$ cat src/srm_pkg.sv
// shared constants for the round-robin converter monitor: widths, timing counts,
// bias-level codes and mux selections.
// assumes one 200 MHz clock; every count below is in cycles or divider ticks.
`default_nettype none

package srm_pkg;
  // converter resolution and grouping
  localparam int RES_BITS = 10;          // bits per conversion result
  localparam int NUM_CONV = 3;           // low group, high group, temperature
  localparam int GROUP_CH = 8;           // analog inputs per voltage converter
  localparam int NUM_VIN = 16;           // analog inputs in total
  localparam int CH_W = 3;               // width of a group channel index

  // timing, in clock cycles and approximation ticks
  localparam int CLK_MHZ = 200;          // system clock rate
  localparam int TICK_DIV = 8;           // clocks per approximation tick
  localparam int ACQ_TICKS = 4;          // ticks the array samples the input
  localparam int SETTLE_TICKS = 16;      // ticks the chopped bias settles per step

  // remote diode bias levels: base current and its three multiples
  localparam logic [1:0] BIAS_BASE = 2'h0;
  localparam logic [1:0] BIAS_N1 = 2'h1;
  localparam logic [1:0] BIAS_N2 = 2'h2;
  localparam logic [1:0] BIAS_N3 = 2'h3;

  // temperature mux selections
  localparam logic TEMP_SEL_LOCAL = 1'b0;
  localparam logic TEMP_SEL_REMOTE = 1'b1;

  // default weights for the series-resistance cancelling combination
  localparam int RCOMB_W1 = 3;
  localparam int RCOMB_W2 = -3;
  localparam int RCOMB_W3 = 1;
  localparam int RCOMB_SHIFT = 0;
endpackage : srm_pkg

`default_nettype wire

$ cat src/srm_sar_engine.sv
// one successive-approximation engine: acquisition, isolation, then one
// phi1/phi2 trial per result bit, msb first.
// assumes i_cmp is already synchronised and i_tick is a one-cycle divider pulse.
`timescale 1ns/10ps
`default_nettype none

module srm_sar_engine
  import srm_pkg::*;
#(
  parameter int N = RES_BITS,
  parameter int ACQ = ACQ_TICKS
)
(
  input wire logic i_clk,
  input wire logic i_sys_rst,
  input wire logic i_tick,
  input wire logic i_start,
  input wire logic i_cmp,
  output logic o_busy,
  output logic o_acq,
  output logic o_phi1,
  output logic o_phi2,
  output logic [N-1:0] o_code,
  output logic [N-1:0] o_result,
  output logic o_done
);
  typedef enum logic [2:0] {S_IDLE, S_ACQ, S_ISO, S_PHI1, S_GAP1, S_PHI2, S_GAP2} srm_sar_state_t;

  localparam logic [N-1:0] MSB_ONLY = {1'b1, {(N-1){1'b0}}};

  srm_sar_state_t state_r;
  logic [N-1:0] code_r;       // approximation register, drives the capacitor dac
  logic [N-1:0] mask_r;       // one-hot bit under test
  logic [7:0] acq_cnt_r;      // acquisition tick count
  logic [N-1:0] result_r;     // last complete result
  logic done_r;

  // decision of the bit under test and the trial code that follows it
  wire logic [N-1:0] decided = i_cmp ? code_r : (code_r & ~mask_r);
  wire logic [N-1:0] next_trial = decided | (mask_r >> 1);
  wire logic last_bit = mask_r[0];
  wire logic acq_end = (acq_cnt_r == 8'(ACQ - 1));

  // phase outputs decode the state; gap states keep phi1 and phi2 apart
  assign o_busy = (state_r != S_IDLE);
  assign o_acq = (state_r == S_ACQ);
  assign o_phi1 = (state_r == S_PHI1);
  assign o_phi2 = (state_r == S_PHI2);
  assign o_code = code_r;
  assign o_result = result_r;
  assign o_done = done_r;

  // sequencing: each trial phase lasts one tick, acquisition ACQ ticks; one trial per bit
  always_ff @(posedge i_clk)
  begin
    if (i_sys_rst)
    begin
      state_r <= S_IDLE;
      code_r <= '0;
      mask_r <= '0;
      acq_cnt_r <= 8'h00;
      result_r <= '0;
      done_r <= 1'b0;
    end
    else
    begin
      done_r <= 1'b0;
      unique case (state_r)
        S_IDLE:
        begin
          if (i_start)
          begin
            state_r <= S_ACQ;
            acq_cnt_r <= 8'h00;
          end
        end
        S_ACQ:
        begin
          if (i_tick)
          begin
            if (acq_end)
              state_r <= S_ISO;
            else
              acq_cnt_r <= acq_cnt_r + 8'h01;
          end
        end
        S_ISO:
        begin
          if (i_tick)
          begin
            code_r <= MSB_ONLY;
            mask_r <= MSB_ONLY;
            state_r <= S_PHI1;
          end
        end
        S_PHI1:
          if (i_tick) state_r <= S_GAP1;
        S_GAP1:
          if (i_tick) state_r <= S_PHI2;
        S_PHI2:
          if (i_tick) state_r <= S_GAP2;
        S_GAP2:
        begin
          // comparator has had a full tick after phi2 to settle and sync
          if (i_tick)
          begin
            if (last_bit)
            begin
              code_r <= decided;
              result_r <= decided;
              done_r <= 1'b1;
              state_r <= S_IDLE;
            end
            else
            begin
              code_r <= next_trial;
              mask_r <= mask_r >> 1;
              state_r <= S_PHI1;
            end
          end
        end
      endcase
    end
  end
endmodule : srm_sar_engine

`default_nettype wire

$ cat src/srm_remote_combine.sv
// weighted combination of the three delta-vbe conversions into a remote
// temperature code, saturated to a signed result.
// assumes the inputs are stable register contents; purely combinational.
`timescale 1ns/10ps
`default_nettype none

module srm_remote_combine
  import srm_pkg::*;
#(
  parameter int W1 = RCOMB_W1,
  parameter int W2 = RCOMB_W2,
  parameter int W3 = RCOMB_W3,
  parameter int SHIFT = RCOMB_SHIFT
)
(
  input wire logic [RES_BITS-1:0] i_d1,
  input wire logic [RES_BITS-1:0] i_d2,
  input wire logic [RES_BITS-1:0] i_d3,
  output logic [RES_BITS-1:0] o_temp
);
  localparam logic signed [23:0] SAT_HI = 24'sh0001ff;
  localparam logic signed [23:0] SAT_LO = -24'sh000200;

  // weights applied to unsigned codes; resistance terms cancel in the sum
  wire logic signed [23:0] sum = 24'(W1) * $signed({14'h0000, i_d1})
                               + 24'(W2) * $signed({14'h0000, i_d2})
                               + 24'(W3) * $signed({14'h0000, i_d3});
  wire logic signed [23:0] scaled = sum >>> SHIFT;

  // saturate rather than wrap so a faulty diode never reads as a sane value
  assign o_temp = (scaled > SAT_HI) ? SAT_HI[RES_BITS-1:0] :
                  (scaled < SAT_LO) ? SAT_LO[RES_BITS-1:0] :
                  scaled[RES_BITS-1:0];
endmodule : srm_remote_combine

`default_nettype wire

$ cat src/srm_monitor.sv
// top of the round-robin monitor: two voltage sequencers, one temperature
// sequencer with chopped remote bias, three sar engines and the value registers.
// assumes comparator outputs arrive asynchronously from the analog front end,
// and that the serial host interface reads the value outputs directly.
`timescale 1ns/10ps
`default_nettype none

// How it works
// - three converters, each fed by its own mux
// - each converter yields a ten-bit sar result
// - one approximation period per result bit
// - acquire onto array, isolate, then convert
// - non-overlapping phi1 grounds, phi2 applies trial
// - conversion starts with only msb set
// - keep tested bit when comparator high, else clear
// - hold decided bit, set next lower bit
// - each step result stored in approximation register
// - results presented for serial host reads
// - inputs one to eight cycle on low converter
// - inputs nine to sixteen cycle on high converter
// - local and remote temperature share third converter
// - result written to the channel just converted
// - remote bias steps base against three multiples
// - remote temperature from all three differences
// - temperature held until whole round completes
module srm_monitor
  import srm_pkg::*;
#(
  parameter int TICKS = TICK_DIV,
  parameter int SETTLE = SETTLE_TICKS
)
(
  input wire logic i_clk,
  input wire logic i_sys_rst,
  input wire logic i_monitor_en,
  input wire logic i_cmp_low,
  input wire logic i_cmp_high,
  input wire logic i_cmp_temp,
  output logic [CH_W-1:0] o_sel_low,
  output logic [CH_W-1:0] o_sel_high,
  output logic o_temp_sel,
  output logic [1:0] o_bias_level,
  output logic o_acq_low,
  output logic o_phi1_low,
  output logic o_phi2_low,
  output logic [RES_BITS-1:0] o_code_low,
  output logic o_acq_high,
  output logic o_phi1_high,
  output logic o_phi2_high,
  output logic [RES_BITS-1:0] o_code_high,
  output logic o_acq_temp,
  output logic o_phi1_temp,
  output logic o_phi2_temp,
  output logic [RES_BITS-1:0] o_code_temp,
  output logic [NUM_VIN-1:0][RES_BITS-1:0] o_vin_value,
  output logic [NUM_VIN-1:0] o_vin_update,
  output logic [RES_BITS-1:0] o_local_temp,
  output logic [RES_BITS-1:0] o_remote_temp,
  output logic o_temp_update
);
  typedef enum logic [2:0] {
    TS_IDLE, TS_LOCAL_GO, TS_LOCAL_WAIT, TS_SETTLE, TS_REM_GO, TS_REM_WAIT, TS_PUBLISH
  } srm_temp_state_t;

  localparam logic [7:0] TICK_LAST = 8'(TICKS - 1);
  localparam logic [7:0] SETTLE_LAST = 8'(SETTLE - 1);
  localparam logic [CH_W-1:0] CH_LAST = CH_W'(GROUP_CH - 1);

  // comparator synchronisers: s1 feeds only s2; s2/s3 agreement updates the level
  logic [NUM_CONV-1:0] cmp_s1_r;
  logic [NUM_CONV-1:0] cmp_s2_r;
  logic [NUM_CONV-1:0] cmp_s3_r;
  logic [NUM_CONV-1:0] cmp_f_r;   // filtered comparator level, index 0 low, 1 high, 2 temp

  logic [7:0] div_cnt_r;          // approximation tick divider
  logic tick_r;                   // one-cycle tick pulse

  // voltage groups
  logic [CH_W-1:0] ch_r [0:1];    // current channel of each group
  logic [1:0] v_start;
  logic [1:0] v_busy;
  logic [1:0] v_done;
  logic [1:0] v_acq, v_phi1, v_phi2; // engine phases toward the front end
  logic [RES_BITS-1:0] v_code [0:1]; // trial codes toward the capacitor dacs
  logic [RES_BITS-1:0] v_result [0:1];
  logic [RES_BITS-1:0] vin_val_r [0:NUM_VIN-1]; // value registers, inputs one to sixteen
  logic [NUM_VIN-1:0] vin_upd_r;

  // temperature side
  srm_temp_state_t ts_r;
  logic [1:0] step_r;             // bias multiple under measurement, 1..3
  logic [7:0] settle_cnt_r;
  logic chop_r;                   // alternates base and multiple each tick
  logic [RES_BITS-1:0] local_raw_r;
  logic [RES_BITS-1:0] rem_d_r [0:2];
  logic [RES_BITS-1:0] local_temp_r;
  logic [RES_BITS-1:0] remote_temp_r;
  logic temp_upd_r;
  logic t_busy;
  logic t_done;
  logic [RES_BITS-1:0] t_result;
  logic [RES_BITS-1:0] rem_comb;

  wire logic [NUM_CONV-1:0] cmp_diff = cmp_s2_r ^ cmp_s3_r;
  wire logic [NUM_CONV-1:0] cmp_f_nxt = (cmp_s2_r & ~cmp_diff) | (cmp_f_r & cmp_diff);
  wire logic t_start = (ts_r == TS_LOCAL_GO) || (ts_r == TS_REM_GO);
  wire logic remote_phase = (ts_r == TS_SETTLE) || (ts_r == TS_REM_GO) ||
                            (ts_r == TS_REM_WAIT);

  // synchronise the three asynchronous comparator outputs
  always_ff @(posedge i_clk)
  begin
    if (i_sys_rst)
    begin
      cmp_s1_r <= 3'h0;
      cmp_s2_r <= 3'h0;
      cmp_s3_r <= 3'h0;
      cmp_f_r <= 3'h0;
    end
    else
    begin
      cmp_s1_r <= {i_cmp_temp, i_cmp_high, i_cmp_low};
      cmp_s2_r <= cmp_s1_r;
      cmp_s3_r <= cmp_s2_r;
      cmp_f_r <= cmp_f_nxt;
    end
  end

  // tick divider shared by all three engines
  always_ff @(posedge i_clk)
  begin
    if (i_sys_rst)
    begin
      div_cnt_r <= 8'h00;
      tick_r <= 1'b0;
    end
    else
    begin
      tick_r <= (div_cnt_r == TICK_LAST);
      div_cnt_r <= (div_cnt_r == TICK_LAST) ? 8'h00 : div_cnt_r + 8'h01;
    end
  end

  // two voltage converters, each with its own round-robin channel counter
  for (genvar g = 0; g < 2; g++)
  begin : g_volt
    // never start in the done cycle, so the mux moves before the next acquisition
    assign v_start[g] = i_monitor_en & ~v_busy[g] & ~v_done[g];

    srm_sar_engine #(.N(RES_BITS), .ACQ(ACQ_TICKS)) u_conv (
      .i_clk(i_clk),
      .i_sys_rst(i_sys_rst),
      .i_tick(tick_r),
      .i_start(v_start[g]),
      .i_cmp(cmp_f_r[g]),
      .o_busy(v_busy[g]),
      .o_acq(v_acq[g]),
      .o_phi1(v_phi1[g]),
      .o_phi2(v_phi2[g]),
      .o_code(v_code[g]),
      .o_result(v_result[g]),
      .o_done(v_done[g])
    );

    // advance after each completed conversion, wrapping to the first input
    always_ff @(posedge i_clk)
    begin
      if (i_sys_rst)
        ch_r[g] <= '0;
      else if (v_done[g])
        ch_r[g] <= (ch_r[g] == CH_LAST) ? '0 : ch_r[g] + CH_W'(1);
    end
  end

  // engine phase outputs reach the front end through the ports
  assign o_acq_low = v_acq[0];
  assign o_phi1_low = v_phi1[0];
  assign o_phi2_low = v_phi2[0];
  assign o_code_low = v_code[0];
  assign o_acq_high = v_acq[1];
  assign o_phi1_high = v_phi1[1];
  assign o_phi2_high = v_phi2[1];
  assign o_code_high = v_code[1];
  assign o_sel_low = ch_r[0];
  assign o_sel_high = ch_r[1];

  // voltage value registers: low group fills 0..7, high group 8..15
  always_ff @(posedge i_clk)
  begin
    if (i_sys_rst)
    begin
      for (int i = 0; i < NUM_VIN; i++)
        vin_val_r[i] <= '0;
      vin_upd_r <= '0;
    end
    else
    begin
      vin_upd_r <= '0;
      for (int g = 0; g < 2; g++)
      begin
        if (v_done[g])
        begin
          vin_val_r[{g[0], ch_r[g]}] <= v_result[g];
          vin_upd_r[{g[0], ch_r[g]}] <= 1'b1;
        end
      end
    end
  end

  for (genvar i = 0; i < NUM_VIN; i++)
  begin : g_vout
    assign o_vin_value[i] = vin_val_r[i];
  end
  assign o_vin_update = vin_upd_r;

  // third converter, shared by local and remote temperature
  srm_sar_engine #(.N(RES_BITS), .ACQ(ACQ_TICKS)) u_conv_temp (
    .i_clk(i_clk),
    .i_sys_rst(i_sys_rst),
    .i_tick(tick_r),
    .i_start(t_start),
    .i_cmp(cmp_f_r[2]),
    .o_busy(t_busy),
    .o_acq(o_acq_temp),
    .o_phi1(o_phi1_temp),
    .o_phi2(o_phi2_temp),
    .o_code(o_code_temp),
    .o_result(t_result),
    .o_done(t_done)
  );

  srm_remote_combine u_combine (
    .i_d1(rem_d_r[0]),
    .i_d2(rem_d_r[1]),
    .i_d3(rem_d_r[2]),
    .o_temp(rem_comb)
  );

  // bias chops between base and the current multiple while measuring remote
  assign o_temp_sel = remote_phase ? TEMP_SEL_REMOTE : TEMP_SEL_LOCAL;
  assign o_bias_level = (remote_phase && chop_r) ? step_r : BIAS_BASE;

  // temperature round: local, then three remote differences, then publish
  always_ff @(posedge i_clk)
  begin
    if (i_sys_rst)
    begin
      ts_r <= TS_IDLE;
      step_r <= BIAS_N1;
      settle_cnt_r <= 8'h00;
      chop_r <= 1'b0;
      local_raw_r <= '0;
      for (int k = 0; k < 3; k++)
        rem_d_r[k] <= '0;
    end
    else
    begin
      if (tick_r)
        chop_r <= remote_phase ? ~chop_r : 1'b0;
      unique case (ts_r)
        TS_IDLE:
          if (i_monitor_en && !t_busy) ts_r <= TS_LOCAL_GO;
        TS_LOCAL_GO:
          ts_r <= TS_LOCAL_WAIT;
        TS_LOCAL_WAIT:
        begin
          if (t_done)
          begin
            local_raw_r <= t_result;
            step_r <= BIAS_N1;
            settle_cnt_r <= 8'h00;
            ts_r <= TS_SETTLE;
          end
        end
        TS_SETTLE:
        begin
          // the chopped difference needs time through the filter before sampling
          if (tick_r)
          begin
            if (settle_cnt_r == SETTLE_LAST)
              ts_r <= TS_REM_GO;
            else
              settle_cnt_r <= settle_cnt_r + 8'h01;
          end
        end
        TS_REM_GO:
          ts_r <= TS_REM_WAIT;
        TS_REM_WAIT:
        begin
          if (t_done)
          begin
            rem_d_r[step_r - 2'h1] <= t_result;
            settle_cnt_r <= 8'h00;
            if (step_r == BIAS_N3)
              ts_r <= TS_PUBLISH;
            else
            begin
              step_r <= step_r + 2'h1;
              ts_r <= TS_SETTLE;
            end
          end
        end
        TS_PUBLISH:
          ts_r <= TS_IDLE;
      endcase
    end
  end

  // temperature values change only once a whole round has finished
  always_ff @(posedge i_clk)
  begin
    if (i_sys_rst)
    begin
      local_temp_r <= '0;
      remote_temp_r <= '0;
      temp_upd_r <= 1'b0;
    end
    else
    begin
      temp_upd_r <= (ts_r == TS_PUBLISH);
      if (ts_r == TS_PUBLISH)
      begin
        local_temp_r <= local_raw_r;
        remote_temp_r <= rem_comb;
      end
    end
  end

  assign o_local_temp = local_temp_r;
  assign o_remote_temp = remote_temp_r;
  assign o_temp_update = temp_upd_r;
endmodule : srm_monitor

`default_nettype wire

$ cat config.mk
export PLATFORM = sky130hd
export DESIGN_NAME = srm_monitor
export DESIGN_NICKNAME = d
export VERILOG_FILES = /design/src/srm_pkg.sv /design/src/srm_sar_engine.sv /design/src/srm_remote_combine.sv /design/src/srm_monitor.sv
export SDC_FILE = /design/constraint.sdc
export NUM_CORES = 1
export LEC_CHECK = 0
export ABC_AREA = 1
export BUFFER_PORTS_ARGS = -buffer_cell sky130_fd_sc_hd__buf_2
export CAP_MARGIN = 20
export CORE_ASPECT_RATIO = 1.1
export CORE_MARGIN = 2
export CORE_UTILIZATION = 46
export DETAILED_ROUTE_END_ITERATION = 8
export PLACE_DENSITY = 0.75
export SETUP_SLACK_MARGIN = 0.4
export SLEW_MARGIN = 20
export SYNTH_ARGS = -nofsm -noshare
export SYNTH_HDL_FRONTEND = slang
export SYNTH_SLANG_ARGS = --single-unit
$ cat constraint.sdc
create_clock -name i_clk -period 3.6 [get_ports i_clk]
set_clock_uncertainty 0.05 [all_clocks]
set_input_delay 0 -clock i_clk [delete_from_list [all_inputs] [get_ports i_clk]]
set_output_delay 0 -clock i_clk [all_outputs]
set_load 0.02 [all_outputs]
After elaboration in Yosys (flattened, before gate mapping)
Memories as Yosys holds them, arrays and structs flattened.
Index checks and enable logic that the tools add are counted.
{ "op_classes": {"magnitude_cmp": 6, "mux": 111, "add_sub_neg": 11, "mul": 2, "n_eq_ne": 70, "n_bitwise": 30, "reduce_logical": 50} }
{ "ops": {"columns": ["operator", "n"], "rows": [
  ["$mux W10", 21],
  ["$pmux W10 S2", 6],
  ["$mux W8", 13],
  ["$pmux W3 S7", 4],
  ["$mux W3", 26],
  ["$pmux W8 S2", 4],
  ["$eq A3 B3 Y1 const B", 14],
  ["$add A8 B1 Y8 const B", 5],
  ["$ne A2 B2 Y1 const B", 20],
  ["$ne A2 B1 Y1 const B", 18],
  ["$mux W16", 2],
  ["$reduce_and A4 Y1", 8],
  ["$and A10 B10 Y10", 3],
  ["$not A10 Y10", 3],
  ["$or A10 B9 Y10", 3],
  ["$reduce_or A10 Y1", 3],
  ["$add A24 B11 Y24", 1],
  ["$add A24 B24 Y24", 1],
  ["$eq A3 B2 Y1 const B", 8],
  ["$eq A8 B2 Y1 const B", 3],
  ["$gt A24 B10 Y1 const B", 1],
  ["$lt A24 B10 Y1 const B", 1],
  ["$reduce_and A8 Y1", 3],
  ["$mux W1", 22],
  ["other kinds (36)", 87]
]} }
{ "totals": {"register_bits": 208, "elab_cells": 319, "memories": 3, "out_inout_bits": 245, "mem_bits_rw": 196} }
{ "mem_list": {"columns": ["memory", "words", "width", "rd", "rd_clocked_by_memory_dff", "write_ports", "line", "text"], "rows": [
  ["vin_val_r", 16, 10, 16, 0, 16, "srm_monitor.sv:86", "logic [RES_BITS-1:0] vin_val_r [0:NUM_VIN-1];"],
  ["rem_d_r", 3, 10, 3, 0, 3, "srm_monitor.sv:95", "logic [RES_BITS-1:0] rem_d_r [0:2];"],
  ["ch_r", 2, 3, 2, 0, 2, "srm_monitor.sv:79", "logic [CH_W-1:0] ch_r [0:1];"]
]} }

Depth between registers and ports, before layout
An unclocked memory read counts as a cell.
{ "logic_depth": {"depth_word": 9, "depth_mapped": 29} }

Modules after synthesis
Synthesis repeated with hierarchy kept, for this count alone.
{ "hier_totals": {"hier_cells": 2086, "hier_area_um2": 18575.3} }
{ "modules_own_cells": {"columns": ["mod", "cells_each", "area_each_um2", "n_inst"], "rows": [
  ["srm_monitor", 930, 10478.8, 1],
  ["srm_sar_engine (g_volt[0].u_conv ...)", 275, 1975.6, 2],
  ["srm_remote_combine", 332, 2135.8, 1],
  ["srm_sar_engine (u_conv_temp)", 274, 2009.4, 1]
]} }

Worst setup path before layout
Ideal clock, no wire load.
{ "synth_timing": {"kind": "flip-flop to flip-flop", "startpoint": "memory rem_d_r[1][2]", "endpoint": "register remote_temp_r[0] (netlist: o_remote_temp[0])", "period_less_slack_ps": 3970, "stages_incl_launch_ff": 27, "setup_slack_ps": -370, "arrival_ps": 3788, "path_buffers": 0, "setup_time_ps": 132, "cell_sequence": "edfxtp_1 -> inv_1 -> ha_1 -> ha_1 -> ha_1 -> a21o_1 -> a21oi_1 -> o21ai_0 -> a21oi_1 -> o21ai_0 -> xnor2_1 -> inv_1 -> ha_1 -> ha_1 -> nand2_1 -> nor2_1 -> nand2_1 -> nor2_2 -> nor2_4 -> nand2_4 -> nand2_1 -> nor2_1 -> nand3_2 -> nand2_1 -> nand2_1 -> nand2_1 -> a21oi_1"} }
{ "synth_lines": {"columns": ["element", "line", "text"], "rows": [
  ["start: declaration", "srm_monitor.sv:95", null],
  ["end signal: assignment", "srm_monitor.sv:324", "remote_temp_r <= rem_comb;"],
  ["end: declaration", "srm_monitor.sv:97", "logic [RES_BITS-1:0] remote_temp_r;"]
]} }

==> impl_metrics.tcl <==
set metrics [dict create \
    critPathCaptureType "register" \
    post-synth-top-area-fraction_pct 32.9 \
    worst_ir_drop_vdd_v 0.000364 \
    worst_slew_pin_slew_ps 872 \
    tritoncts "built" \
    ys_seq_area_share_pct 56.1 \
    drt-total-wl_microns 44000 \
    utilization_pct 57.8 \
    timing.setup.critical_path_class "reg2reg" \
    dpl_cell_area_sq_mm 0.0201 \
    layout.area.seq_sq_mm 0.0100 \
    grt_use_total_pct 21.3 \
    crit_path_frequent_cell "sky130_fd_sc_hd__ha_4" \
    post_synth_inst_count 1956 \
    count_of_final_max_slew_check_failures 0 \
    fmax_mhz 249 \
    synth.avg_cell_area_sq_um 9.15 \
    cts_root_buf "sky130_fd_sc_hd__clkbuf_16" \
    worst_setup_path_start_kind "register" \
    finalNetCount 2337 \
    cp_data_required_time_ps 3950 \
    detailroute.via_count 14300 \
    first_global_vias 13700 \
    area_growth_pct 23.7 \
    async_reset_ff_share_pct 0 \
    cts_sinks 404 \
    post-synth-top-area-cell "sky130_fd_sc_hd__edfxtp_1" \
    core_region_area_sq_mm 0.0383 \
    final-hold-violation-count 0 \
    path_clk_slew_ps 60 \
    boundaryPins 251 \
    synth.mux.area_fraction_pct 0 \
    die-width_microns 192 \
    die_height_microns 211 \
    timing.critical_path.cells "ha_4 -> ha_4 -> ha_4 -> a21o_1 -> a21oi_4 -> o21ai_2 -> xor2_1 -> fa_1 -> ha_4 -> nand2_4 -> nor2_4 -> nand2_2 -> nor2_4 -> nor2_4 -> nand2_4 -> nand2_2 -> nor2_2 -> nand3_2 -> a21oi_4 -> a21oi_1" \
    rows 75 \
    timing.critical_path.arrival_ps 4380 \
    worst_hold_path_type "in2reg" \
    max-cap-violations 0 \
    fin_cells 2781 \
    synth-compound-area-share_pct 11.6 \
    post-route-drc-count 0 \
    port-buffer-count 250 \
    detailedPlace.worstSlack_ps -431 \
    rd_place_congestion 0.873 \
    synth.lib_cells_used.distinct 51 \
    clockBufferDepth 3 \
    finalCritPeriodShare_pct 112 \
    dominant_combinational_cell_family_by_area_after_synthesis "simple AND/OR/NAND/NOR gates" \
    synth_enable_flop_cells 196 \
    antenna_found_initial 0 \
    timing.max_slew.rel_slack_pct 41.9 \
    routed_wire_length_per_instance_microns 15.8 \
    drtPass1Iterations 5 \
    multi_input_area_sq_mm 0.00716 \
    htreeDepth 2 \
    fraction_of_the_mapped_netlist_area_in_simple_logic_gates_pct 17.0 \
    grt_pass1_wl_microns 69200 \
    status "finished with violations" \
    failed_checks "negative setup slack" \
    antenna-diode-count 0 \
    crit_buf_inv 0 \
    synthesis.area_sq_mm 0.0179 \
    critPathMaxStageDelay_ps 480 \
    synth-seq-cells 404 \
    synth_xor_xnor_area_share_pct 1.47 \
    synth-adder-area-share_pct 6.35 \
    gr-total-overflow 0 \
    setup_repair_after_global_routing_missed_its_margin "true" \
    finalCriticalPeriod_ps 4020 \
    via_density 5.14 \
    total_leakage_power_nw 8.95 \
    num-fill-cells 3181 \
    cp_top_family "adder cells" \
    grt_max_degree 79 \
    hpwlAfterDp_microns 31400 \
    clock_insertion_delay_worst_skew_ps 540 \
    starting_density_of_the_core_pct 46.8 \
    final_setup_fails 10 \
    cts_inserted_buffers 41 \
    floorplan.die_area_sq_mm 0.0405 \
    layout.cell_area.non_filler_sq_mm 0.0221 \
    route.antenna.remaining_nets 0 \
    detail_route.iter0.violations 905 \
    post_syn_nets 2045 \
    critical_path.slowest_cell "sky130_fd_sc_hd__fa_1" \
    post_route_worst_setup_slack_ps -421 \
    timing.setup.tns_ps -3930 \
    place.detailed.instances 2693 \
    power.density_mw_per_mm2 604 \
    synth_top_flop_cell "sky130_fd_sc_hd__dfxtp_1" \
    synth_top_cells_by_area "sky130_fd_sc_hd__edfxtp_1 33%, sky130_fd_sc_hd__dfxtp_1 23%, sky130_fd_sc_hd__nor2_1 7.3%" \
    yosys_warnings 0 \
    drive_gt1_share_pct 23.4 \
    worstPathMaxFanout 6 \
]
synth_stat cells, types with 3 or more instances:
library cell / instances
sky130_fd_sc_hd__nor3_2: 3
sky130_fd_sc_hd__nand3b_1: 5
sky130_fd_sc_hd__buf_1: 4
sky130_fd_sc_hd__o21ai_0: 139
sky130_fd_sc_hd__edfxtp_1: 196
sky130_fd_sc_hd__nor3b_1: 7
sky130_fd_sc_hd__clkbuf_1: 46
sky130_fd_sc_hd__a211oi_1: 8
sky130_fd_sc_hd__dfxtp_1: 208
sky130_fd_sc_hd__o21ai_2: 3
sky130_fd_sc_hd__clkinv_1: 13
sky130_fd_sc_hd__o21ai_1: 5
sky130_fd_sc_hd__inv_2: 16
sky130_fd_sc_hd__nor2_1: 347
sky130_fd_sc_hd__a21o_1: 3
sky130_fd_sc_hd__a21oi_4: 3
sky130_fd_sc_hd__nand2_2: 5
sky130_fd_sc_hd__nor4_1: 4
sky130_fd_sc_hd__xnor2_1: 17
sky130_fd_sc_hd__o21bai_1: 3
sky130_fd_sc_hd__nand3_1: 55
sky130_fd_sc_hd__nand4_1: 8
sky130_fd_sc_hd__a21boi_0: 8
sky130_fd_sc_hd__a31oi_1: 11
sky130_fd_sc_hd__nand2_1: 239
sky130_fd_sc_hd__buf_2: 15
sky130_fd_sc_hd__ha_1: 70
sky130_fd_sc_hd__nor3_1: 23
sky130_fd_sc_hd__a21oi_1: 142
sky130_fd_sc_hd__fa_1: 13
sky130_fd_sc_hd__inv_1: 252
sky130_fd_sc_hd__xor2_1: 13
sky130_fd_sc_hd__o211ai_1: 35
sky130_fd_sc_hd__nor2_2: 10
sky130_fd_sc_hd__nor2_4: 4
per-layer routing:
layer	track usage, %	part of all wire (%)	vias up
met5	0	0	-
met4	6.95	3.0	0
met3	3.62	6.1	73
met2	36.9	49	433
met1	27.1	42	6759
li1	-	-	7031
placed cells by master (no fill, tap or decap), types with 10 or more instances in the layout:
cell type / n
sky130_fd_sc_hd__a21oi_1: 127
sky130_fd_sc_hd__a21oi_2: 11
sky130_fd_sc_hd__a31oi_1: 10
sky130_fd_sc_hd__buf_2: 250
sky130_fd_sc_hd__buf_4: 58
sky130_fd_sc_hd__clkbuf_16: 43
sky130_fd_sc_hd__clkinv_1: 15
sky130_fd_sc_hd__dfxtp_1: 208
sky130_fd_sc_hd__edfxtp_1: 196
sky130_fd_sc_hd__fa_1: 11
sky130_fd_sc_hd__ha_1: 41
sky130_fd_sc_hd__ha_4: 28
sky130_fd_sc_hd__inv_1: 240
sky130_fd_sc_hd__inv_2: 25
sky130_fd_sc_hd__nand2_1: 213
sky130_fd_sc_hd__nand2_2: 27
sky130_fd_sc_hd__nand3_1: 51
sky130_fd_sc_hd__nor2_1: 337
sky130_fd_sc_hd__nor2_2: 14
sky130_fd_sc_hd__nor2_4: 10
sky130_fd_sc_hd__nor3_1: 23
sky130_fd_sc_hd__o211ai_1: 35
sky130_fd_sc_hd__o21ai_0: 136
sky130_fd_sc_hd__xnor2_1: 17
sky130_fd_sc_hd__xor2_1: 11
final cells by class:
| class | instances | area share [%] |
|---|---|---|
| flip-flops and latches | 404 | 45.4 |
| inverters | 281 | 4.81 |
| clock buffers | 52 | 5.10 |
| clock inverters | 24 | 1.58 |
| repair buffers | 315 | 7.95 |
| multi-input cells | 1205 | 32.4 |
| well taps | 500 | 2.83 |
state kept, by name, summed over array words and instances, names as in the netlist, 16 cells and up, named ones only:
name and flops:
g_volt.u_conv.acq_cnt_r 16, g_volt.u_conv.mask_r 20, vin_val_r 160, g_volt.u_conv.o_result 20, o_vin_update 16, g_volt.u_conv.o_code 20
rem_d_r 30
stage by stage:
step                total power [W]  hold WS (ps)
detailed placement          0.00840           166
floorplan                   0.00747          57.0
CTS                          0.0132           115
finish                       0.0134           137
global route                 0.0140           169
global placement            0.00832           167
worst paths after layout:
check                              startpoint               end  slack, ps  cells after the start
worst max register to register  rem_d_r[1][4]  o_remote_temp[3]       -420                     20
worst min-delay path               i_cmp_high       cmp_s1_r[1]        140                      4
worst min register to register    cmp_s1_r[1]       cmp_s2_r[1]        360                      2
worst max-delay path            rem_d_r[1][4]  o_remote_temp[3]       -420                     20
kinds of logic (layout without fill, tap and decap cells):
group                      count (synthesis)  count (layout)
and+or+nand+nor                          723             723
DFF                                      404             404
AOI/OAI and AO/OA                        369             369
buffers and inverters                    347             672
adders and majority gates                 83              83
xor gates and xnor gates                  30              30
power breakdown:
group	total, W	leakage [nW]	internal [W]	switching, W
Combinational	0.00357	4.65	0.00140	0.00217
Sequential	0.00520	3.57	0.00503	0.000168
Clock	0.00461	0.722	0.00281	0.00179
worst reg2reg max path, cell delays in order (launching register included):
cell	delay, ps
sky130_fd_sc_hd__edfxtp_1	450
sky130_fd_sc_hd__ha_4	250
sky130_fd_sc_hd__ha_4	280
sky130_fd_sc_hd__ha_4	190
sky130_fd_sc_hd__a21o_1	210
sky130_fd_sc_hd__a21oi_4	200
sky130_fd_sc_hd__o21ai_2	100
sky130_fd_sc_hd__xor2_1	220
sky130_fd_sc_hd__fa_1	480
sky130_fd_sc_hd__ha_4	330
sky130_fd_sc_hd__nand2_4	80
sky130_fd_sc_hd__nor2_4	130
sky130_fd_sc_hd__nand2_2	80
sky130_fd_sc_hd__nor2_4	110
sky130_fd_sc_hd__nor2_4	60
sky130_fd_sc_hd__nand2_4	70
sky130_fd_sc_hd__nand2_2	50
sky130_fd_sc_hd__nor2_2	90
sky130_fd_sc_hd__nand3_2	120
sky130_fd_sc_hd__a21oi_4	250
sky130_fd_sc_hd__a21oi_1	90
repair_timing:
action                                  CTS  global route
hold buffers                              5             0
pin swaps                                39            20
gates resized for setup                  47            47
setup buffers                             7             0
endpoints found under the setup margin   10            10
hold endpoints to repair                 14             0
No activity file was read; power rests on OpenSTA's default activity.
